**src/rffe_bank_pkg.sv**
```systemverilog
// Constants, register map and state encoding shared by the front-end control slave.
package rffe_bank_pkg;

    // Register addresses on the serial link.
    localparam logic [7:0] HB_SEL_ADDR = 8'h00;
    localparam logic [7:0] LB_SEL_ADDR = 8'h01;
    localparam logic [7:0] STATUS_ADDR = 8'h1a;
    localparam logic [7:0] GROUP_ADDR = 8'h1b;

    // Reset values of the registers.
    localparam logic [7:0] HB_SEL_RST = 8'h00;
    localparam logic [7:0] LB_SEL_RST = 8'h00;
    localparam logic [6:0] FLAGS_RST = 7'h00;
    localparam logic [3:0] GROUP_SLAVE_IDENTIFIER_RST = 4'h0;
    localparam logic [3:0] GROUP_RSVD = 4'h0;
    localparam logic STATUS_TOP_RD = 1'b0;

    // Field layout of the status register.
    localparam int SOFT_RST_BIT = 7;
    localparam int CMD_PAR_BIT = 6;
    localparam int LEN_BIT = 5;
    localparam int ADDR_PAR_BIT = 4;
    localparam int DATA_PAR_BIT = 3;
    localparam int RD_BAD_BIT = 2;
    localparam int WR_BAD_BIT = 1;
    localparam int SHARED_ID_BIT = 0;
    localparam int FLAG_W = 7;

    // Widths of the switch-select field and the slave identifiers.
    localparam int SEL_W = 3;
    localparam int SID_W = 4;

    // Frame lengths, as the index of the last bit of each frame.
    localparam logic [3:0] CMD_LAST = 4'hc;
    localparam logic [3:0] FRAME_LAST = 4'h8;

    // Broadcast slave identifier and command field codes.
    localparam logic [3:0] BROADCAST_SID = 4'h0;
    localparam logic [2:0] CMD_REG_WR = 3'h2;
    localparam logic [2:0] CMD_REG_RD = 3'h3;
    localparam logic [3:0] CMD_EXT_WR = 4'h0;
    localparam logic [3:0] CMD_EXT_RD = 4'h2;

    // Link-side sequencer states.
    typedef enum logic [2:0] {
        ST_IDLE,
        ST_CMD,
        ST_ADDR,
        ST_WDATA,
        ST_WPARK,
        ST_RPARK,
        ST_RDATA,
        ST_REND
    } link_state_e;

endpackage : rffe_bank_pkg

```
**src/pin_sync.sv**
```systemverilog
// Two flip-flop synchroniser for a group of independent pin levels.
module pin_sync #(
    parameter int WIDTH = 2 // Number of pin levels carried across.
) (
    input logic clock_i, // System clock.
    input logic sys_rst_i, // Synchronous reset, active high.
    input logic [WIDTH-1:0] async_i, // Levels straight from the pins.
    output logic [WIDTH-1:0] sync_o // Levels after two flip-flops.
);

    logic [WIDTH-1:0] meta_r; // First stage, read only by the second stage.
    logic [WIDTH-1:0] sync_r; // Second stage, safe for logic to read.

    // The first stage may go metastable, so only the second stage is exported.
    always_ff @(posedge clock_i) begin
        if (sys_rst_i) begin
            meta_r <= '0;
            sync_r <= '0;
        end else begin
            meta_r <= async_i;
            sync_r <= meta_r;
        end
    end

    assign sync_o = sync_r;

endmodule : pin_sync

```
**src/rffe_slave_register_bank.sv**
```systemverilog
// Serial front-end control slave: link decoder and register bank of a dual antenna switch.
// What this block does
// - High-band select register lives at address 0x00.
// - Low-band select register lives at address 0x01.
// - Writing one to status bit 7 resets registers.
// - Software reset keeps the unique and group identifiers.
// - Bad command parity discards, flags bit 6; length flags 5.
// - Address frame parity error sets status bit 4.
// - Data frame parity error sets status bit 3.
// - Read of unimplemented address sets status bit 2.
// - Write to unimplemented address sets status bit 1.
// - Broadcast or group read sets status bit 0.
// - High-band select uses bits 2:0, zero isolates.
// - Low-band select uses bits 2:0, zero isolates.
module rffe_slave_register_bank #(
    parameter logic [rffe_bank_pkg::SID_W-1:0] UNIQUE_SLAVE_IDENTIFIER = 4'hb // Unique slave identifier.
) (
    input logic clock_i, // System clock, 125 MHz.
    input logic sys_rst_i, // Power-on reset, synchronous, active high.
    input logic sclk_i, // Link clock pin from the master.
    input logic sdata_i, // Link data pin, input side.
    output logic sdata_o, // Link data pin, output side.
    output logic sdata_oe_o, // Link data pin driven while high.
    output logic [rffe_bank_pkg::SEL_W-1:0] hb_select_o, // High-band throw code.
    output logic [rffe_bank_pkg::SEL_W-1:0] lb_select_o // Low-band throw code.
);
    import rffe_bank_pkg::*;

    // Odd parity check over a frame with its parity bit in the lowest place.
    function automatic logic odd_ok(input logic [12:0] w);
        return ^w;
    endfunction : odd_ok

    // True where a register answers at the given address.
    function automatic logic addr_valid(input logic [7:0] a);
        return (a == HB_SEL_ADDR) || (a == LB_SEL_ADDR) || (a == STATUS_ADDR) ||
               (a == GROUP_ADDR);
    endfunction : addr_valid

    // Read value of a register, zero where nothing is implemented.
    function automatic logic [7:0] reg_value(input logic [7:0] a, input logic [7:0] hb,
                                             input logic [7:0] lb, input logic [6:0] fl,
                                             input logic [3:0] gs);
        logic [7:0] v;
        v = 8'h00;
        if (a == HB_SEL_ADDR) begin
            v = hb;
        end else if (a == LB_SEL_ADDR) begin
            v = lb;
        end else if (a == STATUS_ADDR) begin
            v = {STATUS_TOP_RD, fl};
        end else if (a == GROUP_ADDR) begin
            v = {GROUP_RSVD, gs};
        end
        return v;
    endfunction : reg_value

    logic [1:0] pins_s; // Synchronised link clock and data.
    logic sclk_s; // Synchronised link clock.
    logic sdata_s; // Synchronised link data.
    logic sclk_d_r; // Link clock one cycle earlier.
    logic sdata_d_r; // Link data one cycle earlier.
    logic sclk_rise; // Link clock rising edge.
    logic sclk_fall; // Link clock falling edge.
    logic ssc_armed_r; // Data rose while the link clock was low.
    logic ssc; // Sequence start condition seen.
    link_state_e state_r; // Sequencer state.
    logic [11:0] shift_r; // Bits received so far in the frame.
    logic [12:0] frame_w; // Frame including the bit now sampled.
    logic [3:0] bit_cnt_r; // Index of the bit now expected.
    logic [7:0] addr_r; // Register address of the current access.
    logic [3:0] left_r; // Bytes still to move after the current one.
    logic rd_r; // Extended access is a read.
    logic owned_r; // Last sequence was ours and has ended.
    logic [8:0] tx_r; // Read byte and parity being sent.
    logic sdata_r; // Driven data level.
    logic sdata_oe_r; // Data pin drive enable.
    logic wr_stb_r; // One-cycle register write strobe.
    logic [7:0] wr_addr_r; // Address of the write.
    logic [7:0] wr_data_r; // Data of the write.
    logic [FLAG_W-1:0] err_set_r; // One-cycle error events.
    logic [7:0] hb_r; // High-band switch select register.
    logic [7:0] lb_r; // Low-band switch select register.
    logic [FLAG_W-1:0] flags_r; // Sticky error flags of the status register.
    logic [SID_W-1:0] group_slave_identifier_r; // Group slave identifier.
    logic soft_rst; // Software reset requested this cycle.
    logic cmd_done; // Last bit of a command frame sampled.
    logic frame_done; // Last bit of a nine-bit frame sampled.
    logic [3:0] cmd_sa; // Slave address of the command frame.
    logic [7:0] cmd_c; // Command field of the command frame.
    logic addressed; // Command is for this slave.
    logic rd_cmd; // Command is a read of either form.

    // Both pins cross into the system clock before anything looks at them.
    pin_sync #(
        .WIDTH(2)
    ) u_pin_sync (
        .clock_i(clock_i),
        .sys_rst_i(sys_rst_i),
        .async_i({sclk_i, sdata_i}),
        .sync_o(pins_s)
    );

    assign sclk_s = pins_s[1];
    assign sdata_s = pins_s[0];
    assign sclk_rise = sclk_s && !sclk_d_r;
    assign sclk_fall = !sclk_s && sclk_d_r;
    assign frame_w = {shift_r, sdata_s};
    assign cmd_sa = frame_w[12:9];
    assign cmd_c = frame_w[8:1];
    assign addressed = (cmd_sa == UNIQUE_SLAVE_IDENTIFIER) || (cmd_sa == BROADCAST_SID) || (cmd_sa == group_slave_identifier_r);
    assign rd_cmd = (cmd_c[7:5] == CMD_REG_RD) || (cmd_c[7:4] == CMD_EXT_RD);
    assign cmd_done = (state_r == ST_CMD) && sclk_fall && (bit_cnt_r == CMD_LAST);
    assign frame_done = sclk_fall && (bit_cnt_r == FRAME_LAST);
    assign soft_rst = wr_stb_r && (wr_addr_r == STATUS_ADDR) && wr_data_r[SOFT_RST_BIT];

    // Edge history of the synchronised pins, and the start condition detector.
    // A start is a data pulse while the link clock stays low.
    always_ff @(posedge clock_i) begin
        if (sys_rst_i) begin
            sclk_d_r <= 1'b0;
            sdata_d_r <= 1'b0;
            ssc_armed_r <= 1'b0;
        end else begin
            sclk_d_r <= sclk_s;
            sdata_d_r <= sdata_s;
            if (sclk_s) begin
                ssc_armed_r <= 1'b0;
            end else if (sdata_s && !sdata_d_r) begin
                ssc_armed_r <= 1'b1;
            end else if (!sdata_s && sdata_d_r) begin
                ssc_armed_r <= 1'b0;
            end
        end
    end

    assign ssc = ssc_armed_r && !sclk_s && !sdata_s && sdata_d_r;

    // Link sequencer: samples on falling edges, drives read data on rising edges.
    always_ff @(posedge clock_i) begin
        if (sys_rst_i) begin
            state_r <= ST_IDLE;
            shift_r <= '0;
            bit_cnt_r <= '0;
            addr_r <= '0;
            left_r <= '0;
            rd_r <= 1'b0;
            owned_r <= 1'b0;
            tx_r <= '0;
            sdata_r <= 1'b0;
            sdata_oe_r <= 1'b0;
            wr_stb_r <= 1'b0;
            wr_addr_r <= '0;
            wr_data_r <= '0;
            err_set_r <= '0;
        end else begin
            wr_stb_r <= 1'b0;
            err_set_r <= '0;
            if (sclk_fall) begin
                shift_r <= frame_w[11:0];
                bit_cnt_r <= bit_cnt_r + 4'h1;
            end
            if (ssc) begin
                // A start in the middle of a sequence means it was cut short.
                if (state_r != ST_IDLE) begin
                    err_set_r[LEN_BIT] <= 1'b1;
                end
                state_r <= ST_CMD;
                bit_cnt_r <= '0;
                owned_r <= 1'b0;
                sdata_oe_r <= 1'b0;
            end else begin
                unique case (state_r)
                    ST_IDLE: begin
                        // Clock edges past the closing park make the sequence too long.
                        if (sclk_fall && owned_r) begin
                            err_set_r[LEN_BIT] <= 1'b1;
                            owned_r <= 1'b0;
                        end
                    end
                    ST_CMD: begin
                        if (cmd_done) begin
                            bit_cnt_r <= '0;
                            state_r <= ST_IDLE;
                            if (!odd_ok(frame_w)) begin
                                err_set_r[CMD_PAR_BIT] <= 1'b1;
                            end else if (!addressed) begin
                                state_r <= ST_IDLE;
                            end else if (rd_cmd && (cmd_sa != UNIQUE_SLAVE_IDENTIFIER)) begin
                                err_set_r[SHARED_ID_BIT] <= 1'b1;
                            end else if (cmd_c[7]) begin
                                // Short write of seven bits into the high-band select.
                                wr_stb_r <= 1'b1;
                                wr_addr_r <= HB_SEL_ADDR;
                                wr_data_r <= {1'b0, cmd_c[6:0]};
                                state_r <= ST_WPARK;
                            end else if (cmd_c[7:6] == CMD_REG_WR[2:1]) begin
                                addr_r <= {3'h0, cmd_c[4:0]};
                                left_r <= '0;
                                state_r <= cmd_c[5] ? ST_RPARK : ST_WDATA;
                            end else if ((cmd_c[7:4] == CMD_EXT_WR) || (cmd_c[7:4] == CMD_EXT_RD)) begin
                                left_r <= cmd_c[3:0];
                                rd_r <= cmd_c[5];
                                state_r <= ST_ADDR;
                            end
                        end
                    end
                    ST_ADDR: begin
                        if (frame_done) begin
                            bit_cnt_r <= '0;
                            addr_r <= frame_w[8:1];
                            if (!odd_ok({4'h0, frame_w[8:0]})) begin
                                err_set_r[ADDR_PAR_BIT] <= 1'b1;
                                state_r <= ST_IDLE;
                            end else begin
                                state_r <= rd_r ? ST_RPARK : ST_WDATA;
                            end
                        end
                    end
                    ST_WDATA: begin
                        if (frame_done) begin
                            bit_cnt_r <= '0;
                            if (!odd_ok({4'h0, frame_w[8:0]})) begin
                                err_set_r[DATA_PAR_BIT] <= 1'b1;
                            end else begin
                                wr_stb_r <= 1'b1;
                                wr_addr_r <= addr_r;
                                wr_data_r <= frame_w[8:1];
                                err_set_r[WR_BAD_BIT] <= !addr_valid(addr_r);
                            end
                            addr_r <= addr_r + 8'h01;
                            left_r <= left_r - 4'h1;
                            if (left_r == 4'h0) begin
                                state_r <= ST_WPARK;
                            end
                        end
                    end
                    ST_WPARK: begin
                        // The bus park cycle closes a write sequence.
                        if (sclk_fall) begin
                            state_r <= ST_IDLE;
                            owned_r <= 1'b1;
                        end
                    end
                    ST_RPARK: begin
                        // Master releases the line during this park; load the first byte.
                        if (sclk_fall) begin
                            bit_cnt_r <= '0;
                            tx_r <= {reg_value(addr_r, hb_r, lb_r, flags_r, group_slave_identifier_r),
                                     ~^reg_value(addr_r, hb_r, lb_r, flags_r, group_slave_identifier_r)};
                            err_set_r[RD_BAD_BIT] <= !addr_valid(addr_r);
                            state_r <= ST_RDATA;
                        end
                    end
                    ST_RDATA: begin
                        if (sclk_rise) begin
                            sdata_r <= tx_r[8];
                            sdata_oe_r <= 1'b1;
                            tx_r <= {tx_r[7:0], 1'b0};
                        end else if (frame_done) begin
                            bit_cnt_r <= '0;
                            addr_r <= addr_r + 8'h01;
                            left_r <= left_r - 4'h1;
                            if (left_r == 4'h0) begin
                                state_r <= ST_REND;
                            end else begin
                                tx_r <= {reg_value(addr_r + 8'h01, hb_r, lb_r, flags_r, group_slave_identifier_r),
                                         ~^reg_value(addr_r + 8'h01, hb_r, lb_r, flags_r, group_slave_identifier_r)};
                                err_set_r[RD_BAD_BIT] <= !addr_valid(addr_r + 8'h01);
                            end
                        end
                    end
                    ST_REND: begin
                        // Closing park: drive low for the high half, release on the fall.
                        if (sclk_rise) begin
                            sdata_r <= 1'b0;
                        end else if (sclk_fall) begin
                            sdata_oe_r <= 1'b0;
                            state_r <= ST_IDLE;
                            owned_r <= 1'b1;
                        end
                    end
                endcase
            end
        end
    end

    // High-band select register; the software reset returns it to isolation.
    always_ff @(posedge clock_i) begin
        if (sys_rst_i || soft_rst) begin
            hb_r <= HB_SEL_RST;
        end else if (wr_stb_r && (wr_addr_r == HB_SEL_ADDR)) begin
            hb_r <= wr_data_r;
        end
    end

    // Low-band select register; the software reset returns it to isolation.
    always_ff @(posedge clock_i) begin
        if (sys_rst_i || soft_rst) begin
            lb_r <= LB_SEL_RST;
        end else if (wr_stb_r && (wr_addr_r == LB_SEL_ADDR)) begin
            lb_r <= wr_data_r;
        end
    end

    // Group identifier survives the software reset; only power-on clears it.
    always_ff @(posedge clock_i) begin
        if (sys_rst_i) begin
            group_slave_identifier_r <= GROUP_SLAVE_IDENTIFIER_RST;
        end else if (wr_stb_r && (wr_addr_r == GROUP_ADDR)) begin
            group_slave_identifier_r <= wr_data_r[SID_W-1:0];
        end
    end

    // Sticky error flags; a new event wins over a simultaneous software reset.
    always_ff @(posedge clock_i) begin
        if (sys_rst_i) begin
            flags_r <= FLAGS_RST;
        end else begin
            flags_r <= (soft_rst ? FLAGS_RST : flags_r) | err_set_r;
        end
    end

    assign sdata_o = sdata_r;
    assign sdata_oe_o = sdata_oe_r;
    assign hb_select_o = hb_r[SEL_W-1:0];
    assign lb_select_o = lb_r[SEL_W-1:0];
endmodule : rffe_slave_register_bank

```
**config.mk**
```make
export PLATFORM = sky130hd
export DESIGN_NAME = rffe_slave_register_bank
export DESIGN_NICKNAME = d
export VERILOG_FILES = /design/src/rffe_bank_pkg.sv /design/src/pin_sync.sv /design/src/rffe_slave_register_bank.sv
export SDC_FILE = /design/constraint.sdc
export NUM_CORES = 1
export LEC_CHECK = 0
export ABC_AREA = 0
export BUFFER_PORTS_ARGS = -buffer_cell sky130_fd_sc_hd__buf_2
export CAP_MARGIN = 15
export CORE_MARGIN = 2
export CORE_UTILIZATION = 32
export DETAILED_ROUTE_END_ITERATION = 10
export PLACE_DENSITY = 0.57
export SLEW_MARGIN = 20
export SYNTH_ARGS = -nofsm -noshare
export SYNTH_HDL_FRONTEND = slang
export SYNTH_HIERARCHICAL = 1
export SYNTH_SLANG_ARGS = --single-unit
```
**constraint.sdc**
```tcl
create_clock -name clock_i -period 9.5 [get_ports clock_i]
set_clock_uncertainty 0.2 [all_clocks]
set_input_delay 0.95 -clock clock_i [delete_from_list [all_inputs] [get_ports clock_i]]
set_output_delay 0.95 -clock clock_i [all_outputs]
set_load 0.05 [all_outputs]
```
# Yosys cells after proc, flatten, opt, wreduce, memory -nomap -nowiden
# Cells that the tools add are included.
[totals]
register_bits = 102
inputBits = 4
out_inout_bits = 8
elab_cells = 296
[op_classes]
n_addsub = 3
eq_ne = 56
mux = 121
bitwise = 13
reduce_logical = 73
[ops]
columns = ["op", "count"]
rows = [
  ["two-way mux 8 bit", 37],
  ["two-way mux 4 bit", 16],
  ["two-way mux 3 bit", 18],
  ["equality test 8 x 5 -> 1 bit, second input constant", 6],
  ["two-way mux 9 bit", 4],
  ["!= test 2 bit, second input constant", 18],
  ["!= test 3 bit, second input constant", 11],
  ["case mux 8 bit (2 select lines)", 2],
  ["case mux 8 bit (4 select lines)", 1],
  ["two-way mux 1 bit", 30],
  ["AND reduction 10 bit", 3],
  ["AND reduction 9 bit", 3],
  ["parity 13 bit", 2],
  ["equality test 8 x 1 -> 1 bit, second input constant", 3],
  ["zero test 8 bit", 3],
  ["two-way mux 7 bit", 3],
  ["case mux 3 bit (7 select lines)", 1],
  ["case mux 9 bit (2 select lines)", 1],
  ["logical AND 1 bit", 17],
  ["case mux 4 bit (4 select lines)", 1],
  ["XNOR reduction 8 bit", 2],
  ["equality test 3 bit, second input constant", 4],
  ["equality test 4 bit, second input constant", 3],
  ["zero test 4 bit", 3],
  ["33 further kinds", 74],
]

# Longest topological paths before layout
[logic_depth]
ltp_word = 17
ltp_mapped = 13
depth_no_buf = 11

# Cells and area by module
# The synthesis kept the hierarchy.
[modules_own_cells]
columns = ["mod", "n_inst", "cells_each", "area_each_um2", "seq_area_each_um2"]
rows = [
  ["rffe_slave_register_bank", 1, 741, 5770.5, 1961.9],
  ["pin_sync", 1, 8, 105.1, 80.1],
]

# Worst setup path after synthesis
# No wires, ideal clock.
[synth_timing]
kind = "reg-to-reg"
startpoint = "register addr_r[0]"
endpoint = "register tx_r[0]"
setup_ns = 0.122
t_arrival_ns = 2.805
required_ns = 9.178
setup_slack_ns = 6.372
path_stages_with_launch = 14
path_buffers = 3
period_less_slack_ns = 3.128
cell_sequence = "dfxtp_1 -> ha_1 -> buf_2 -> nand3_1 -> or4_1 -> and3_1 -> clkbuf_2 -> buf_2 -> nor3_1 -> a311oi_1 -> xor2_1 -> xnor2_1 -> a32oi_1 -> o21ai_1"
[synth_between]
elab_chain_cells = 17
elab_cells_between_ends = 34
classes_between = "add/sub (1); eq/ne (6); mux (23); reduce/logical (4)"
[synth_lines]
columns = ["item", "line_no", "source"]
rows = [
  ["from (decl)", "rffe_slave_register_bank.sv:71", "logic [7:0] addr_r;"],
  ["from (signal assigned)", "rffe_slave_register_bank.sv:198", "addr_r <= {3'h0, cmd_c[4:0]};"],
  ["from (signal assigned)", "rffe_slave_register_bank.sv:211", "addr_r <= frame_w[8:1];"],
  ["from (signal assigned)", "rffe_slave_register_bank.sv:231", "addr_r <= addr_r + 8'h01;"],
  ["adder 8 x 1 -> 8 bit", "rffe_slave_register_bank.sv:268", "~^reg_value(addr_r + 8'h01, hb_r, lb_r, flags_r, group_slave_identifier_r)};"],
  ["equality test 8 x 5 -> 1 bit", "rffe_slave_register_bank.sv:52", "end else if (a == GROUP_ADDR) begin"],
  ["two-way mux 4 bit", "rffe_slave_register_bank.sv:52", ""],
  ["two-way mux 7 bit", "rffe_slave_register_bank.sv:50", "end else if (a == STATUS_ADDR) begin"],
  ["two-way mux 8 bit", "rffe_slave_register_bank.sv:48", "end else if (a == LB_SEL_ADDR) begin"],
  ["two-way mux 8 bit", "rffe_slave_register_bank.sv:46", "if (a == HB_SEL_ADDR) begin"],
  ["two-way mux 8 bit", "rffe_slave_register_bank.sv:264", "if (left_r == 4'h0) begin"],
  ["two-way mux 8 bit", "rffe_slave_register_bank.sv:260", "end else if (frame_done) begin"],
  ["two-way mux 8 bit", "rffe_slave_register_bank.sv:256", "if (sclk_rise) begin"],
  ["two-way mux 8 bit", "rffe_slave_register_bank.sv:173", "unique case (state_r)"],
  ["two-way mux 8 bit", "rffe_slave_register_bank.sv:163", "if (ssc) begin"],
  ["two-way mux 8 bit", "rffe_slave_register_bank.sv:141", "if (sys_rst_i) begin"],
  ["XNOR reduction 8 bit", "rffe_slave_register_bank.sv:268", ""],
  ["two-way mux 9 bit", "rffe_slave_register_bank.sv:264", ""],
  ["two-way mux 9 bit", "rffe_slave_register_bank.sv:260", ""],
  ["two-way mux 9 bit", "rffe_slave_register_bank.sv:256", ""],
  ["case mux 9 bit (2 select lines) (*)", "rffe_slave_register_bank.sv:173", ""],
  ["to (signal assigned)", "rffe_slave_register_bank.sv:249", "tx_r <= {reg_value(addr_r, hb_r, lb_r, flags_r, group_slave_identifier_r),"],
  ["to (signal assigned)", "rffe_slave_register_bank.sv:259", "tx_r <= {tx_r[7:0], 1'b0};"],
  ["to (signal assigned)", "rffe_slave_register_bank.sv:267", "tx_r <= {reg_value(addr_r + 8'h01, hb_r, lb_r, flags_r, group_slave_identifier_r),"],
  ["to (decl)", "rffe_slave_register_bank.sv:75", "logic [8:0] tx_r;"],
]
# Every way passes the cells marked *; elsewhere a longest branch is shown, timed or not. The select of a mux whose other input is x is not followed.
# A chain may end at the register's enable or synchronous reset.

# Worst setup path after layout
[layout_timing]
startpoint = "register shift_r[6]"
endpoint = "register wr_data_r[1]"
[layout_between]
elab_chain_cells = 5
elab_cells_between_ends = 10
classes_between = "eq/ne (5); reduce/logical (5)"
[layout_lines]
columns = ["item", "line_no", "source"]
rows = [
  ["from (decl)", "rffe_slave_register_bank.sv:68", "logic [11:0] shift_r;"],
  ["from (signal assigned)", "rffe_slave_register_bank.sv:160", "shift_r <= frame_w[11:0];"],
  ["equality test 4 x 2 -> 1 bit or equality test 3 x 2 -> 1 bit (tied branches)", "rffe_slave_register_bank.sv:112", "assign rd_cmd = (cmd_c[7:5] == CMD_REG_RD) || (cmd_c[7:4] == CMD_EXT_RD);"],
  ["logical OR 1 bit", "rffe_slave_register_bank.sv:112", ""],
  ["logical AND 1 bit", "rffe_slave_register_bank.sv:189", "end else if (rd_cmd && (cmd_sa != UNIQUE_SLAVE_IDENTIFIER)) begin"],
  ["!= test 2 bit (no source line)", "-", ""],
  ["AND reduction 9 bit (no source line) (*)", "-", ""],
  ["to (signal assigned)", "rffe_slave_register_bank.sv:195", "wr_data_r <= {1'b0, cmd_c[6:0]};"],
  ["to (signal assigned)", "rffe_slave_register_bank.sv:228", "wr_data_r <= frame_w[8:1];"],
  ["to (decl)", "rffe_slave_register_bank.sv:80", "logic [7:0] wr_data_r;"],
]
# Every way passes the cells marked *; elsewhere a longest branch is shown, timed or not.

==> out/qor.txt <==
Tmin final - 3830 ps
Min-delay src - u_pin_sync/meta_r[0]
Top post-synthesis cells by area - dfxtp_1 35%, mux2i_1 6.8%, nand2_1 6.3%, nor2_1 5.3%, a21oi_1 5.2%
Detailed placer's ending HPWL - 10600 um
Setup repair bufs after CTS - 0
All-Layer GR Usage - 15.5%
Type of the worst setup path - flop to flop
Pre-CTS WS - 5320 ps
Final setup TNS - 0 ps
Largest net degree at the start of global routing - 42
Starting Density - 32.7%
Status - finished clean
I/O pins - 12
YS warnings - 6
Post-Route Utilization - 34.7%
Net Sw Frac - 24.4%
Setup violators final - 0
Core Box Area - 0.0180 sq mm
Cts bufs inserted - 9
RSZ-0062 raised after global routing - false
Delay-heaviest family, CP - compound AO/OA/AOI/OAI gates
Hold Path Class - flop to flop
Final Max Slew Viols - 0
Hold Buf Count CTS - 0
Post-synth top area cell - dfxtp_1
Vias/cell - 5.30
Switch Pwr - 200 uW
Internal power - 618 uW
Antenna cell count - 0
Leakage - 2.21 nW
Yosys cell types - 66
#FFs+latches synth - 102
Cell with the most instances after synthesis - dfxtp_1
Worst Path Buf+Inv - 0
Worst-path cell with the longest stage delay - a211o_1
Clk network pwr share - 45.0%
CP arrival - 3870 ps
Antenna Violating Nets Remaining - 0
Drt initial violations - 517
CTS clock-pin slew for the worst setup and hold paths - 70 ps
Async SR Flop Fraction - 0%
Final hold slack - 243 ps
Grt total ovfl - 0
Fin worst setup slack - 5670 ps
Post-Route WL - 14800 um
Worst setup path startpoint - shift_r[6]
DRC viols - 0
Worst VDD drop - 88.3 uV
Max-Cap Viols - 0
Mean Syn Cell Area - 7.84 sq um
Sequential share of power - 52.5%
Vias in the first global route - 4548
Power Density - 131 mW/mm^2
Clock Latency Late Sink - 360 ps
Initial antenna violation count - 0
Die height - 140 um
Logic pwr share - 2.5%
Synth Instances - 749
Clock Sinks - 102
Seq/Total Area, Yosys - 34.8%
Worst path max stage delay - 730 ps
Initial DRT Pass Iterations - 5
Maximum clock path buffer count - 2
Worst-Margin Slew - 1010 ps
Syn Nets - 766
Critical Path End Type - flop
Slew margin rel. - 32.5%
CP max FO - 25
Placed cell count - 931
Crit path required time - 9530 ps
Fmax - 261 MHz
Element type at the critical path start - flop
Routability-driven placement congestion ratio - 0.836
Htree depth - 3
Port bufs - 11
Die area - 0.0195 sq mm
Commonest cells post-synth - 102 x dfxtp_1, 99 x nand2_1, 83 x nor2_1
Main synth FF type - dfxtp_1
Vias post-DR - 5019
Hold Fails Final Rpt - 0
Nets - 730
Core Rows - 49
Non-Filler Instances - 947
CTS tree - done
Share of post-route cells with drive strength above 1 - 6.55%
Fin crit share - 40.3%
Mapped Area - 0.00588 sq mm
First-pass GRT wire length - 24500 um
P&R area growth vs syn - 6.22%
Post-cts sizing count - 0
Reg-to-Reg Start - shift_r[6]
CP Cell Sequence - ha_1 > xnor2_1 > xnor2_2 > xnor3_1 > nor2b_1 > o31a_1 > o2111ai_2 > a211o_1 > mux2i_1 > nor2_1
Root Buffer - clkbuf_16
Die Wd - 140 um
Avg WL per Cell - 15.6 um
Post-synth top area share - 34.8%
Number of synthesized flops with an enable pin - 0
[final timing paths]
check / cells past startpoint / slack (ps) / to
worst max-delay path: 10 / 5670 / wr_data_r[1]
worst min-delay path: 1 / 240 / u_pin_sync/sync_o[0]
worst max register to register: 10 / 5670 / wr_data_r[1]
worst min register to register: 1 / 240 / u_pin_sync/sync_o[0]
[per-layer routing]
| metal | up-vias | GRT usage [%] | part of all wire (%) |
|---|---|---|---|
| li1 | 2542 | - | - |
| met1 | 2349 | 22.6 | 50 |
| met2 | 114 | 23.6 | 44 |
| met3 | 14 | 2.79 | 3.7 |
| met4 | 0 | 4.25 | 1.6 |
| met5 | - | 0 | 0 |
[layout make-up]
type	count	area, sq um
inverters	17	63.8
repair buffers	15	85.1
flip-flops and latches	102	2040
clock inverters	7	66.3
fillers	1878	11700
well taps	229	287
clock buffers	9	225
multi-input cells	568	3470
[cell families (layout without fill, tap and decap cells)]
logic type	Yosys count	in the layout	share of synthesized area, %
AO/OA/AOI/OAI	173	173	18.5
flip-flops	102	102	34.8
buffers and inverters	79	48	6.20
XOR/XNOR	29	29	5.41
adder cells (fa/ha/maj)	13	13	2.77
AND/OR/NAND/NOR	312	312	25.4
multiplexers	41	41	7.01
[worst reg2reg max path, delay by kind of cell (launching register included)]
kind | cells | cell delay [ps]
muxes | 1 | 280
AOI/OAI and AO/OA | 3 | 1300
and+or+nand+nor | 2 | 200
adders and majority gates | 1 | 320
DFF | 1 | 550
xor gates and xnor gates | 3 | 870
[per-stage QoR]
step / power [mW] / instance area, sq um
2_1_floorplan: 0.455 / 5880
3_3_place_gp: 0.460 / 5950
3_5_place_dp: 0.460 / 5950
4_1_cts: 0.831 / 6240
5_1_grt: 0.850 / 6240
6_report: 0.818 / 6240
[power groups by stage]
| stage | sequential (mW) | clock, mW | combinational [mW] |
|---|---|---|---|
| 5_1_grt | 0.430 | 0.397 | 0.0228 |
| 3_3_place_gp | 0.439 | 0 | 0.0206 |
| 4_1_cts | 0.429 | 0.381 | 0.0205 |
| 6_report | 0.429 | 0.368 | 0.0203 |
| 2_1_floorplan | 0.439 | 0 | 0.0155 |
| 3_5_place_dp | 0.440 | 0 | 0.0205 |
[state kept, by name (all words and copies together) (netlist names), 3 cells and up]
| signal | count |
|---|---|
| shift_r | 12 |
| tx_r | 9 |
| addr_r | 8 |
| hb_r | 8 |
| lb_r | 8 |
| wr_addr_r | 8 |
| wr_data_r | 8 |
| err_set_r | 7 |
| flags_r | 7 |
| bit_cnt_r | 4 |
| group_slave_identifier_r | 4 |
| left_r | 4 |
| state_r | 3 |
[cells in the final DEF (no fill, tap or decap), types with 5 or more instances in the layout]
| cell type | netlist | final |
|---|---|---|
| a31oi_1 | 9 | 9 |
| a21oi_1 | 61 | 61 |
| xor2_1 | 9 | 9 |
| nand3_1 | 23 | 23 |
| mux2i_1 | 40 | 40 |
| clkbuf_16 | 0 | 9 |
| dfxtp_1 | 102 | 102 |
| ha_1 | 13 | 13 |
| o21ai_0 | 43 | 42 |
| buf_2 | 4 | 11 |
| o22ai_1 | 6 | 6 |
| nor2_1 | 83 | 83 |
| nand2b_1 | 6 | 6 |
| nand2_1 | 99 | 99 |
| nor2b_1 | 19 | 18 |
| and3_1 | 6 | 6 |
| a22o_1 | 10 | 10 |
| a211oi_1 | 7 | 7 |
| nor4_1 | 10 | 10 |
| xnor2_1 | 14 | 14 |
| nand3b_1 | 12 | 12 |
| nor3_1 | 28 | 28 |
| o21ai_1 | 4 | 5 |
| inv_1 | 16 | 16 |
Note: power is estimated with default switching activity, not from simulation.
